==> src/inc/sysc_params.svh <==
`ifndef SYSC_PARAMS_SVH
`define SYSC_PARAMS_SVH

// byte addresses of the register words
`define SYSC_ADDR_FUSE_STATUS 8'h00
`define SYSC_ADDR_FUSE_API 8'h04
`define SYSC_ADDR_CTRL_STATUS 8'h08
`define SYSC_ADDR_CLK_RELOAD 8'h0c
`define SYSC_ADDR_CLK_CONTROL 8'h10
`define SYSC_ADDR_CLK_CONFIG 8'h14
`define SYSC_ADDR_AUX 8'h18
`define SYSC_ADDR_AUX_TWO 8'h1c
`define SYSC_ADDR_EECTRL 8'h20
`define SYSC_ADDR_PML_BASE 8'h40
`define SYSC_ADDR_PMH_BASE 8'h60

// field positions
`define SYSC_BIT_DOUBLE_SPEED 0
`define SYSC_PSC_LSB 4
`define SYSC_PSC_MSB 7
`define SYSC_BIT_LATCH_OFF 0
`define SYSC_BIT_XDATA_EN 1
`define SYSC_WST_LSB 5
`define SYSC_WST_MSB 6
`define SYSC_BIT_STACK 4
`define SYSC_BIT_FLASH_EN 5
`define SYSC_BIT_EEPROM_EN 1
`define SYSC_BIT_RUN 0
`define SYSC_BIT_DBG_GRANT 1

// reset, erase and api write mask values
`define SYSC_RST_CLK_RELOAD 8'h00
`define SYSC_RST_PSC_COMPAT 4'h5
`define SYSC_RST_PSC_FAST 4'h0
`define SYSC_RST_WST 2'h0
`define SYSC_PM_ALL_ONE 8'hff
`define SYSC_PM_ALL_ZERO 8'h00
`define SYSC_FUSE_ERASED 16'h1100
`define SYSC_FUSE_API_MASK 16'he7e0

// start-up delay counts in clock cycles, one per fuse code
`define SYSC_STARTUP_CNT0 11'h010
`define SYSC_STARTUP_CNT1 11'h040
`define SYSC_STARTUP_CNT2 11'h100
`define SYSC_STARTUP_CNT3 11'h400

`endif

==> src/inc/sysc_pkg.sv <==
package sysc_pkg;

    typedef struct packed {
        logic low_power;
        logic tristate_ports;
        logic usig_enable;
        logic isp_enable;
        logic debug_enable;
        logic boot_enable;
        logic xram_default;
        logic compat_mode;
        logic [1:0] startup_sel;
        logic dbl_default;
        logic osc_b_boot;
        logic [1:0] clk_src_b;
        logic [1:0] clk_src_a;
    } sysc_fuse_s;

    typedef enum logic [1:0] {
        ST_RESET = 2'b00,
        ST_LOAD = 2'b01,
        ST_WAIT = 2'b10,
        ST_RUN = 2'b11
    } sysc_state_e;

    typedef logic [7:0] sysc_byte_t;

endpackage

==> src/inc/sysc_fuse_if.sv <==
`timescale 1ns/10ps
interface sysc_fuse_if;
    sysc_pkg::sysc_fuse_s fuse_word;
    logic erase;
    logic api_we;
    logic [15:0] api_data;
    logic prog_we;
    logic [15:0] prog_data;

    modport store (
        input erase,
        input api_we,
        input api_data,
        input prog_we,
        input prog_data,
        output fuse_word
    );

    modport ctrl (
        output erase,
        output api_we,
        output api_data,
        output prog_we,
        output prog_data,
        input fuse_word
    );
endinterface

==> src/rtl/sysc_config.sv <==
`timescale 1ns/10ps
`include "sysc_params.svh"
// Contract
// fuse values persist across power loss
// some fuses software-alterable, others programmer-only
// software bits return to defaults on reset
// two-bit mode per pin, ports 0-4
// pin mode default follows port-state fuse
// clock reload plus double-speed select, fuse default
// timer prescale field in clock config 7-4
// aux bit 0 stops latch strobe toggling
// aux bit 1 on-chip xdata, fuse default
// aux bits 6-5 wait state count
// aux two bit 4 stack placement
// eeprom control bit 1 eeprom access
// aux two bit 5 flash routine access
// fuse selects compatibility or fast execution
// fuse selects clock source A
// fuse selects clock source B
// fuse selects boot oscillator A or B
// fuse selects wake-up start-up delay
// debugger refused unless debug fuse set
// fuses enable bootloader, isp, signature programming
// fuse enables low power features
// fuses copied into defaults before cpu runs
module sysc_config #(
    parameter int NUM_PORTS = 5
) (
    // clock and reset
    input wire logic clk,
    input wire logic sys_rst,
    // avalon-mm slave
    input wire logic [7:0] avs_address,
    input wire logic avs_read,
    input wire logic avs_write,
    input wire logic [3:0] avs_byteenable,
    input wire logic [31:0] avs_writedata,
    output logic [31:0] avs_readdata,
    output logic avs_waitrequest,
    // fuse maintenance, same clock domain
    input wire logic fuse_erase,
    input wire logic prog_fuse_valid,
    input wire logic [15:0] prog_fuse_data,
    // debugger attach pin
    input wire logic dbg_attach,
    output logic dbg_grant,
    // cpu sequencing
    output logic cpu_run,
    // fuse-driven configuration
    output logic [1:0] clk_src_a,
    output logic [1:0] clk_src_b,
    output logic osc_b_boot,
    output logic compat_mode,
    output logic boot_enable,
    output logic isp_enable,
    output logic usig_prog_enable,
    output logic low_power_enable,
    // software configuration
    output logic [8*NUM_PORTS-1:0] port_mode_low_select,
    output logic [8*NUM_PORTS-1:0] port_mode_high_select,
    output sysc_pkg::sysc_byte_t clock_reload_divider,
    output logic double_speed_select,
    output logic [3:0] timer_prescale_field,
    output logic latch_strobe_off,
    output logic onchip_xdata_enable,
    output logic [1:0] wait_state_count,
    output logic stack_in_expanded_ram,
    output logic eeprom_access_enable,
    output logic flash_routine_enable
);
    import sysc_pkg::*;

    sysc_fuse_if fif ();

    sysc_state_e state_q;
    sysc_state_e state_d;
    sysc_fuse_s fuse;
    logic [10:0] wait_cnt_q;
    logic ack_q;
    logic req;
    logic wr_hit;
    logic [31:0] rdata_d;
    logic [31:0] rdata_q;
    logic dbg_meta_q;
    logic dbg_sync_q;
    sysc_byte_t pml_q [NUM_PORTS];
    sysc_byte_t pmh_q [NUM_PORTS];
    sysc_byte_t reload_q;
    logic dspeed_q;
    logic [3:0] psc_q;
    logic latch_off_q;
    logic xdata_q;
    logic [1:0] wst_q;
    logic stack_q;
    logic flash_en_q;
    logic eeprom_en_q;

    function automatic sysc_byte_t merge8(input sysc_byte_t old,
                                          input logic [31:0] wd,
                                          input logic [3:0] be);
        merge8 = be[0] ? wd[7:0] : old;
    endfunction

    function automatic logic [10:0] startup_count(input logic [1:0] sel);
        case (sel)
            2'h0: startup_count = `SYSC_STARTUP_CNT0;
            2'h1: startup_count = `SYSC_STARTUP_CNT1;
            2'h2: startup_count = `SYSC_STARTUP_CNT2;
            default: startup_count = `SYSC_STARTUP_CNT3;
        endcase
    endfunction

    function automatic logic [3:0] psc_default(input logic compat);
        psc_default = compat ? `SYSC_RST_PSC_COMPAT : `SYSC_RST_PSC_FAST;
    endfunction

    sysc_fuse_store u_fuse (
        .clk(clk),
        .fif(fif.store)
    );

    assign fuse = fif.fuse_word;
    assign fif.erase = fuse_erase;
    assign fif.prog_we = prog_fuse_valid;
    assign fif.prog_data = prog_fuse_data;
    assign fif.api_data = avs_writedata[15:0];

    // bus write takes effect only at the edge where waitrequest is low
    assign req = (avs_read | avs_write) & (state_q == ST_RUN);
    assign wr_hit = avs_write & ack_q;
    assign avs_waitrequest = ~ack_q;
    assign avs_readdata = rdata_q;

    // api path needs both low byte lanes and the flash routine gate
    assign fif.api_we = wr_hit & (avs_address == `SYSC_ADDR_FUSE_API)
        & (&avs_byteenable[1:0]) & flash_en_q;

    // sequencing
    always_comb
    begin
        state_d = state_q;
        case (state_q)
            ST_RESET: state_d = ST_LOAD;
            ST_LOAD: state_d = ST_WAIT;
            ST_WAIT:
            begin
                if (wait_cnt_q == 11'h000)
                begin
                    state_d = ST_RUN;
                end
            end
            ST_RUN: state_d = ST_RUN;
            default: state_d = ST_RESET;
        endcase
    end

    always_ff @(posedge clk)
    begin
        if (sys_rst)
        begin
            state_q <= ST_RESET;
        end
        else
        begin
            state_q <= state_d;
        end
    end

    always_ff @(posedge clk)
    begin
        if (sys_rst)
        begin
            wait_cnt_q <= 11'h000;
        end
        else if (state_q == ST_LOAD)
        begin
            wait_cnt_q <= startup_count(fuse.startup_sel);
        end
        else if (state_q == ST_WAIT && wait_cnt_q != 11'h000)
        begin
            wait_cnt_q <= wait_cnt_q - 11'h001;
        end
    end

    // cpu held until defaults are loaded and start-up delay elapsed
    assign cpu_run = (state_q == ST_RUN);

    // bus acknowledge, one cycle after the request is seen
    always_ff @(posedge clk)
    begin
        if (sys_rst)
        begin
            ack_q <= 1'b0;
        end
        else
        begin
            ack_q <= req & ~ack_q;
        end
    end

    always_comb
    begin
        rdata_d = 32'h0000_0000;
        if (avs_address == `SYSC_ADDR_FUSE_STATUS)
        begin
            rdata_d[15:0] = fuse;
        end
        else if (avs_address == `SYSC_ADDR_CTRL_STATUS)
        begin
            rdata_d[`SYSC_BIT_RUN] = cpu_run;
            rdata_d[`SYSC_BIT_DBG_GRANT] = dbg_grant;
        end
        else if (avs_address == `SYSC_ADDR_CLK_RELOAD)
        begin
            rdata_d[7:0] = reload_q;
        end
        else if (avs_address == `SYSC_ADDR_CLK_CONTROL)
        begin
            rdata_d[`SYSC_BIT_DOUBLE_SPEED] = dspeed_q;
        end
        else if (avs_address == `SYSC_ADDR_CLK_CONFIG)
        begin
            rdata_d[`SYSC_PSC_MSB:`SYSC_PSC_LSB] = psc_q;
        end
        else if (avs_address == `SYSC_ADDR_AUX)
        begin
            rdata_d[`SYSC_BIT_LATCH_OFF] = latch_off_q;
            rdata_d[`SYSC_BIT_XDATA_EN] = xdata_q;
            rdata_d[`SYSC_WST_MSB:`SYSC_WST_LSB] = wst_q;
        end
        else if (avs_address == `SYSC_ADDR_AUX_TWO)
        begin
            rdata_d[`SYSC_BIT_STACK] = stack_q;
            rdata_d[`SYSC_BIT_FLASH_EN] = flash_en_q;
        end
        else if (avs_address == `SYSC_ADDR_EECTRL)
        begin
            rdata_d[`SYSC_BIT_EEPROM_EN] = eeprom_en_q;
        end
        else
        begin
            for (int i = 0; i < NUM_PORTS; i++)
            begin
                if (avs_address == `SYSC_ADDR_PML_BASE + 8'(4 * i))
                begin
                    rdata_d[7:0] = pml_q[i];
                end
                if (avs_address == `SYSC_ADDR_PMH_BASE + 8'(4 * i))
                begin
                    rdata_d[7:0] = pmh_q[i];
                end
            end
        end
    end

    always_ff @(posedge clk)
    begin
        if (sys_rst)
        begin
            rdata_q <= 32'h0000_0000;
        end
        else if (req & ~ack_q & avs_read)
        begin
            rdata_q <= rdata_d;
        end
    end

    // pin modes: reset clears, load applies the port-state fuse
    always_ff @(posedge clk)
    begin
        if (sys_rst)
        begin
            for (int i = 0; i < NUM_PORTS; i++)
            begin
                pml_q[i] <= `SYSC_PM_ALL_ZERO;
                pmh_q[i] <= `SYSC_PM_ALL_ZERO;
            end
        end
        else if (state_q == ST_LOAD)
        begin
            for (int i = 0; i < NUM_PORTS; i++)
            begin
                pml_q[i] <= `SYSC_PM_ALL_ZERO;
                pmh_q[i] <= fuse.tristate_ports ? `SYSC_PM_ALL_ONE
                    : `SYSC_PM_ALL_ZERO;
            end
        end
        else if (wr_hit)
        begin
            for (int i = 0; i < NUM_PORTS; i++)
            begin
                if (avs_address == `SYSC_ADDR_PML_BASE + 8'(4 * i))
                begin
                    pml_q[i] <= merge8(pml_q[i], avs_writedata,
                        avs_byteenable);
                end
                if (avs_address == `SYSC_ADDR_PMH_BASE + 8'(4 * i))
                begin
                    pmh_q[i] <= merge8(pmh_q[i], avs_writedata,
                        avs_byteenable);
                end
            end
        end
    end

    // clock division
    always_ff @(posedge clk)
    begin
        if (sys_rst)
        begin
            reload_q <= `SYSC_RST_CLK_RELOAD;
            dspeed_q <= 1'b0;
            psc_q <= `SYSC_RST_PSC_FAST;
        end
        else if (state_q == ST_LOAD)
        begin
            reload_q <= `SYSC_RST_CLK_RELOAD;
            dspeed_q <= fuse.dbl_default;
            psc_q <= psc_default(fuse.compat_mode);
        end
        else if (wr_hit && avs_byteenable[0])
        begin
            if (avs_address == `SYSC_ADDR_CLK_RELOAD)
            begin
                reload_q <= avs_writedata[7:0];
            end
            else if (avs_address == `SYSC_ADDR_CLK_CONTROL)
            begin
                dspeed_q <= avs_writedata[`SYSC_BIT_DOUBLE_SPEED];
            end
            else if (avs_address == `SYSC_ADDR_CLK_CONFIG)
            begin
                psc_q <= avs_writedata[`SYSC_PSC_MSB:`SYSC_PSC_LSB];
            end
        end
    end

    // memory access and stack placement
    always_ff @(posedge clk)
    begin
        if (sys_rst)
        begin
            latch_off_q <= 1'b0;
            xdata_q <= 1'b0;
            wst_q <= `SYSC_RST_WST;
            stack_q <= 1'b0;
            flash_en_q <= 1'b0;
            eeprom_en_q <= 1'b0;
        end
        else if (state_q == ST_LOAD)
        begin
            xdata_q <= fuse.xram_default;
        end
        else if (wr_hit && avs_byteenable[0])
        begin
            if (avs_address == `SYSC_ADDR_AUX)
            begin
                latch_off_q <= avs_writedata[`SYSC_BIT_LATCH_OFF];
                xdata_q <= avs_writedata[`SYSC_BIT_XDATA_EN];
                wst_q <= avs_writedata[`SYSC_WST_MSB:`SYSC_WST_LSB];
            end
            else if (avs_address == `SYSC_ADDR_AUX_TWO)
            begin
                stack_q <= avs_writedata[`SYSC_BIT_STACK];
                flash_en_q <= avs_writedata[`SYSC_BIT_FLASH_EN];
            end
            else if (avs_address == `SYSC_ADDR_EECTRL)
            begin
                eeprom_en_q <= avs_writedata[`SYSC_BIT_EEPROM_EN];
            end
        end
    end

    // debugger attach pin is asynchronous to clk
    always_ff @(posedge clk)
    begin
        if (sys_rst)
        begin
            dbg_meta_q <= 1'b0;
            dbg_sync_q <= 1'b0;
        end
        else
        begin
            dbg_meta_q <= dbg_attach;
            dbg_sync_q <= dbg_meta_q;
        end
    end

    // fuse changes reach the grant at once; no retained attach state
    assign dbg_grant = dbg_sync_q & fuse.debug_enable;

    always_comb
    begin
        for (int i = 0; i < NUM_PORTS; i++)
        begin
            port_mode_low_select[8*i +: 8] = pml_q[i];
            port_mode_high_select[8*i +: 8] = pmh_q[i];
        end
    end

    assign clk_src_a = fuse.clk_src_a;
    assign clk_src_b = fuse.clk_src_b;
    assign osc_b_boot = fuse.osc_b_boot;
    assign compat_mode = fuse.compat_mode;
    assign boot_enable = fuse.boot_enable;
    assign isp_enable = fuse.isp_enable;
    assign usig_prog_enable = fuse.usig_enable;
    assign low_power_enable = fuse.low_power;
    assign clock_reload_divider = reload_q;
    assign double_speed_select = dspeed_q;
    assign timer_prescale_field = psc_q;
    assign latch_strobe_off = latch_off_q;
    assign onchip_xdata_enable = xdata_q;
    assign wait_state_count = wst_q;
    assign stack_in_expanded_ram = stack_q;
    assign eeprom_access_enable = eeprom_en_q;
    assign flash_routine_enable = flash_en_q;
endmodule

==> src/rtl/sysc_fuse_store.sv <==
`timescale 1ns/10ps
`include "sysc_params.svh"
module sysc_fuse_store (
    // clock
    input wire logic clk,
    // fuse access
    sysc_fuse_if.store fif
);
    import sysc_pkg::*;

    logic [15:0] fuse_q;

    // no sys_rst here: the word must survive every system reset
    always_ff @(posedge clk)
    begin
        if (fif.erase)
        begin
            fuse_q <= `SYSC_FUSE_ERASED;
        end
        else if (fif.prog_we)
        begin
            fuse_q <= fif.prog_data;
        end
        else if (fif.api_we)
        begin
            fuse_q <= (fuse_q & ~`SYSC_FUSE_API_MASK)
                | (fif.api_data & `SYSC_FUSE_API_MASK);
        end
    end

    assign fif.fuse_word = sysc_fuse_s'(fuse_q);
endmodule
==> config.mk <==
export PLATFORM = sky130hd
export DESIGN_NAME = sysc_config
export DESIGN_NICKNAME = d
export VERILOG_FILES = /design/src/inc/sysc_pkg.sv /design/src/inc/sysc_fuse_if.sv /design/src/rtl/sysc_config.sv /design/src/rtl/sysc_fuse_store.sv
export VERILOG_INCLUDE_DIRS = /design/src /design/src/inc
export SDC_FILE = /design/constraint.sdc
export NUM_CORES = 1
export LEC_CHECK = 0
export ABC_CLOCK_PERIOD_IN_PS = 2800
export BUFFER_PORTS_ARGS = -buffer_cell sky130_fd_sc_hd__buf_2
export CAP_MARGIN = 20
export CORE_MARGIN = 2
export CORE_UTILIZATION = 40
export DETAILED_ROUTE_END_ITERATION = 10
export GPL_ROUTABILITY_DRIVEN = 0
export REMOVE_ABC_BUFFERS = 1
export SYNTH_ARGS = -nofsm -noshare
export SYNTH_HDL_FRONTEND = slang
export SYNTH_SLANG_ARGS = --single-unit
==> constraint.sdc <==
create_clock -name clk -period 2.8 [get_ports clk]
set_clock_uncertainty 0.1 [all_clocks]
set_input_delay 0.28 -clock clk [delete_from_list [all_inputs] [get_ports clk]]
set_output_delay 0.28 -clock clk [all_outputs]
set_load 0.05 [all_outputs]
==> summary.md <==
The count of nets left with antenna violations once routing finished came out at 0. The floorplan step defined a die boundary enclosing 18400 sq um. For the worst voltage drop across the vdd grid, the log shows 0.000484 V. The post-layout net count is 940, and the TritonCTS buffer count is 17.

The logs give 6.55% for the global-route met3 utilization and 148 for the number of clock sinks. The logs give 0 for the initial antenna violation count and 23600 um for the total routed wirelength. The count of maximum capacitance violations is 0.

Adding up every negative setup slack in the final design gives 0 ns. The setup path with the least slack is of type reg2reg. Entering global routing, the biggest net connects 43 pins. The tools report the headroom to the max-slew limit as 47.6%. Setup repair after global routing left no endpoint under its margin. The number of synthesized flops with an enable pin was 80. The number of remaining DRC errors came out at 0. During synthesis, Yosys emitted a total of 0 warnings. Dividing the detail-routed via count by the number of cells gives 5.63. The class of the tightest hold or removal check is in2reg. The area of the multi-input gates was 2860 sq um. For this configuration, the core starts out at a cell density of 40.4%.

The floorplan has 48 rows. The area growth from synthesis to layout is 28.1%. The run gives 3.82 nW as the cell leakage power. Registers take 3760 sq um. The HPWL after detailed placement is 17700 um. Global routing used 25.9% of the available tracks across all layers. The clock input transition at the sequential cells of the worst setup and hold paths works out to 0.06 ns.

Library cell with the highest instance count after synthesis: sky130_fd_sc_hd__edfxtp_1. The number of placed instances with taps included came out at 1062. For this design the top-level I/O count stands at 212. For this run, the top clock speed supported by timing is 397 MHz. The global routing usage on met1 was 32.5%. Kind of start point of the critical path: a flip-flop.

The repair_antennas step left the layout with diodes totalling 0. Final-report hold violation count: 0. The areal power density over the cells came out at 764 nW/um^2. Leaving out filler cells and counting taps, the final layout contains 1110. Along the worst path, the maximum fanout reaches 11. The cell sitting at the root of the clock tree is a sky130_fd_sc_hd__clkbuf_16. The transition time at the pin with the least slew margin is 0.784 ns. Summed over all instances, the cell type with the most area after synthesis is sky130_fd_sc_hd__edfxtp_1. Global routing used 43.2% of the available met2 tracks. For this block, the via count after detailed routing is 6249. By count the netlist is led by 80 x sky130_fd_sc_hd__edfxtp_1, 77 x sky130_fd_sc_hd__nor2_1, 68 x sky130_fd_sc_hd__dfxtp_1. The logs give 6108 for the number of global-route vias before repair and 0 for the number of failing setup endpoints in the final timing report. The tools report the clock latency at the later pin of the worst-skew pair as 0.44 ns. The layout filler cell count is 1615, and the arrival time at the worst endpoint is 2.67 ns. The die is 135 um wide. For this block, the initial DRC count from the detailed router was 465. The critical path buffer and inverter count is 1. The highest-delay cell along the critical path was sky130_fd_sc_hd__nor2_1. The post-CTS setup-driven buffer insertion count is 0.

Buffers placed on the I/O ports in this run total 175. By area the synthesized netlist is led by sky130_fd_sc_hd__edfxtp_1 35%, sky130_fd_sc_hd__dfxtp_1 20%, sky130_fd_sc_hd__mux2i_1 4.9%. For this run, asynchronously set or reset flops after synthesis account for 0%. STA classifies the critical path endpoint as a flip-flop. For the data required time of the worst path, the log shows 2.95 ns. The floorplan step defined a core boundary enclosing 17100 sq um.

In the synthesized netlist the dominant register cell turns out to be sky130_fd_sc_hd__edfxtp_1. The wire length of the first global-routing pass came out at 35000 um. The highest cell delay on the worst timing path is 0.62 ns. The H-tree was split into 4 levels. The first-pass detailed-route iteration total was 5. Counting every instance in the synthesized netlist gives 666. met2 is the most crowded layer. For this run the aggregate overflow at the end of global routing stands at 0. The synthesized area per cell was 10.4 sq um; the post-synthesis register bit count was 148.

After synthesis the cells add up to 6920 sq um. The longest clock path from root to sink contains 2 buffers. The proportion of netlist area held by the largest area contributor was 34.7%.

Cell family with the largest share of critical-path delay: simple AND/OR/NAND/NOR gates. The run finished with clean final reports. After detailed routing, the average wire length per cell comes to 21.3 um. The shortest clock period the worst path allows after layout was 2.52 ns; the ratio of final minimum period to clock period was 89.9%. The die is 135 um tall. The final max-slew violation count was 0; the number of unique standard cell types used by synthesis was 71. Sequential elements use 54.4% of the synthesized area. Walking the worst path, the cells encountered are nor2b_1, nor2_1, nand3_1, a211oi_1, buf_4, and2_1. TritonCTS built the clock tree.

For this run, the share of the core covered by cells in the final layout is 51.8%. The share of final-layout standard cells stronger than drive strength 1 is 30.8%.
[power breakdown]
| part | switching, mW | total [mW] | internal (mW) |
|---|---|---|---|
| combinational | 1.31 | 1.73 | 0.427 |
| sequential | 0.197 | 2.77 | 2.57 |
| clock | 1.00 | 2.27 | 1.27 |
[what timing repair did]
action / in CTS / in global routing
hold buffers: 16 / 0
resized for setup: 0 / 0
hold endpoints to repair: 16 / 0
[registers in the layout, summed over array words and instances (netlist names)]
name and cells:
latch_strobe_off 1, timer_prescale_field 4, pml_q 40, wait_cnt_q 11
stack_in_expanded_ram 1, ack_q 1, dbg_sync_q 1, state_q 2
onchip_xdata_enable 1, eeprom_access_enable 1, pmh_q 40, dbg_meta_q 1
double_speed_select 1, u_fuse.fif.fuse_word 16, flash_routine_enable 1, wait_state_count 2
avs_readdata 16, clock_reload_divider 8
[tightest hold or removal path: cells and delay by family]
kind,cells,cell delay (ns)
buf+inv,1,0.10
simple gates,1,0.08
mux,1,0.06
[cell type report]
| type | instances | area share [%] |
|---|---|---|
| clock inverters | 15 | 1.88 |
| flip-flops and latches | 148 | 42.5 |
| clock buffers | 17 | 4.80 |
| well taps | 225 | 3.18 |
| inverters | 14 | 0.593 |
| repair buffers | 228 | 14.8 |
| multi-input cells | 463 | 32.3 |
[cell usage in the layout (no fill, tap or decap), drive strengths merged, types with 5 or more instances in the layout]
| cell | synthesis | layout |
|---|---|---|
| buf | 28 | 212 |
| edfxtp | 80 | 80 |
| nor2 | 78 | 78 |
| dfxtp | 68 | 68 |
| nand2 | 43 | 43 |
| a21oi | 42 | 42 |
| mux2i | 34 | 34 |
| o21ai | 34 | 34 |
| nand3 | 32 | 32 |
| inv | 14 | 22 |
| nor3 | 19 | 19 |
| clkbuf | 28 | 17 |
| conb | 1 | 16 |
| dlygate4sd3 | 0 | 16 |
| a22oi | 15 | 15 |
| and2 | 12 | 12 |
| mux2 | 11 | 11 |
| a21o | 11 | 11 |
| nand2b | 8 | 8 |
| a211oi | 8 | 8 |
| a31oi | 7 | 7 |
| nor2b | 7 | 7 |
| nor4 | 6 | 6 |
| clkinv | 0 | 6 |
| o211ai | 5 | 5 |
[logic make-up (layout without fill, tap and decap cells)]
group,after synthesis,in the layout,share of synthesized area [%]
adders and majority gates,1,1,0.181
muxes,46,46,7.04
xor gates and xnor gates,3,3,0.380
other,1,16,0.0542
DFF,148,148,54.4
AOI/OAI and AO/OA,167,167,16.1
and+or+nand+nor,230,230,16.8
buffers and inverters,70,274,5.07
[routing by layer]
metal  share of wire, %  wire length (um)
met5                  0                 0
met4                3.0               703
met3                 10              2380
met2                 47             11100
met1                 40              9410
[stage by stage]
| stage | worst slack (ns) | power (mW) | hold slack (ns) | cell area [sq um] |
|---|---|---|---|---|
| floorplan | 0.309 | 3.94 | 0.249 | 6670 |
| global placement | 0.289 | 4.48 | 0.318 | 8110 |
| detailed placement | 0.222 | 4.51 | 0.322 | 8110 |
| CTS | 0.323 | 6.79 | 0.00536 | 8860 |
| global route | 0.135 | 7.02 | 0.0184 | 8860 |
| finish | 0.282 | 6.77 | 0.0191 | 8860 |
[path summary, 6_finish.rpt]
check,start,end,slack [ns],depth (start not counted)
max,state_q[0],pml_q[0][7],0.28,6
max reg2reg,state_q[0],pml_q[0][7],0.28,6
min,prog_fuse_data[5],u_fuse.fif.fuse_word[5],0.02,3
min reg2reg,dbg_meta_q,dbg_sync_q,0.34,1
No activity file was read; power rests on OpenSTA's default activity.
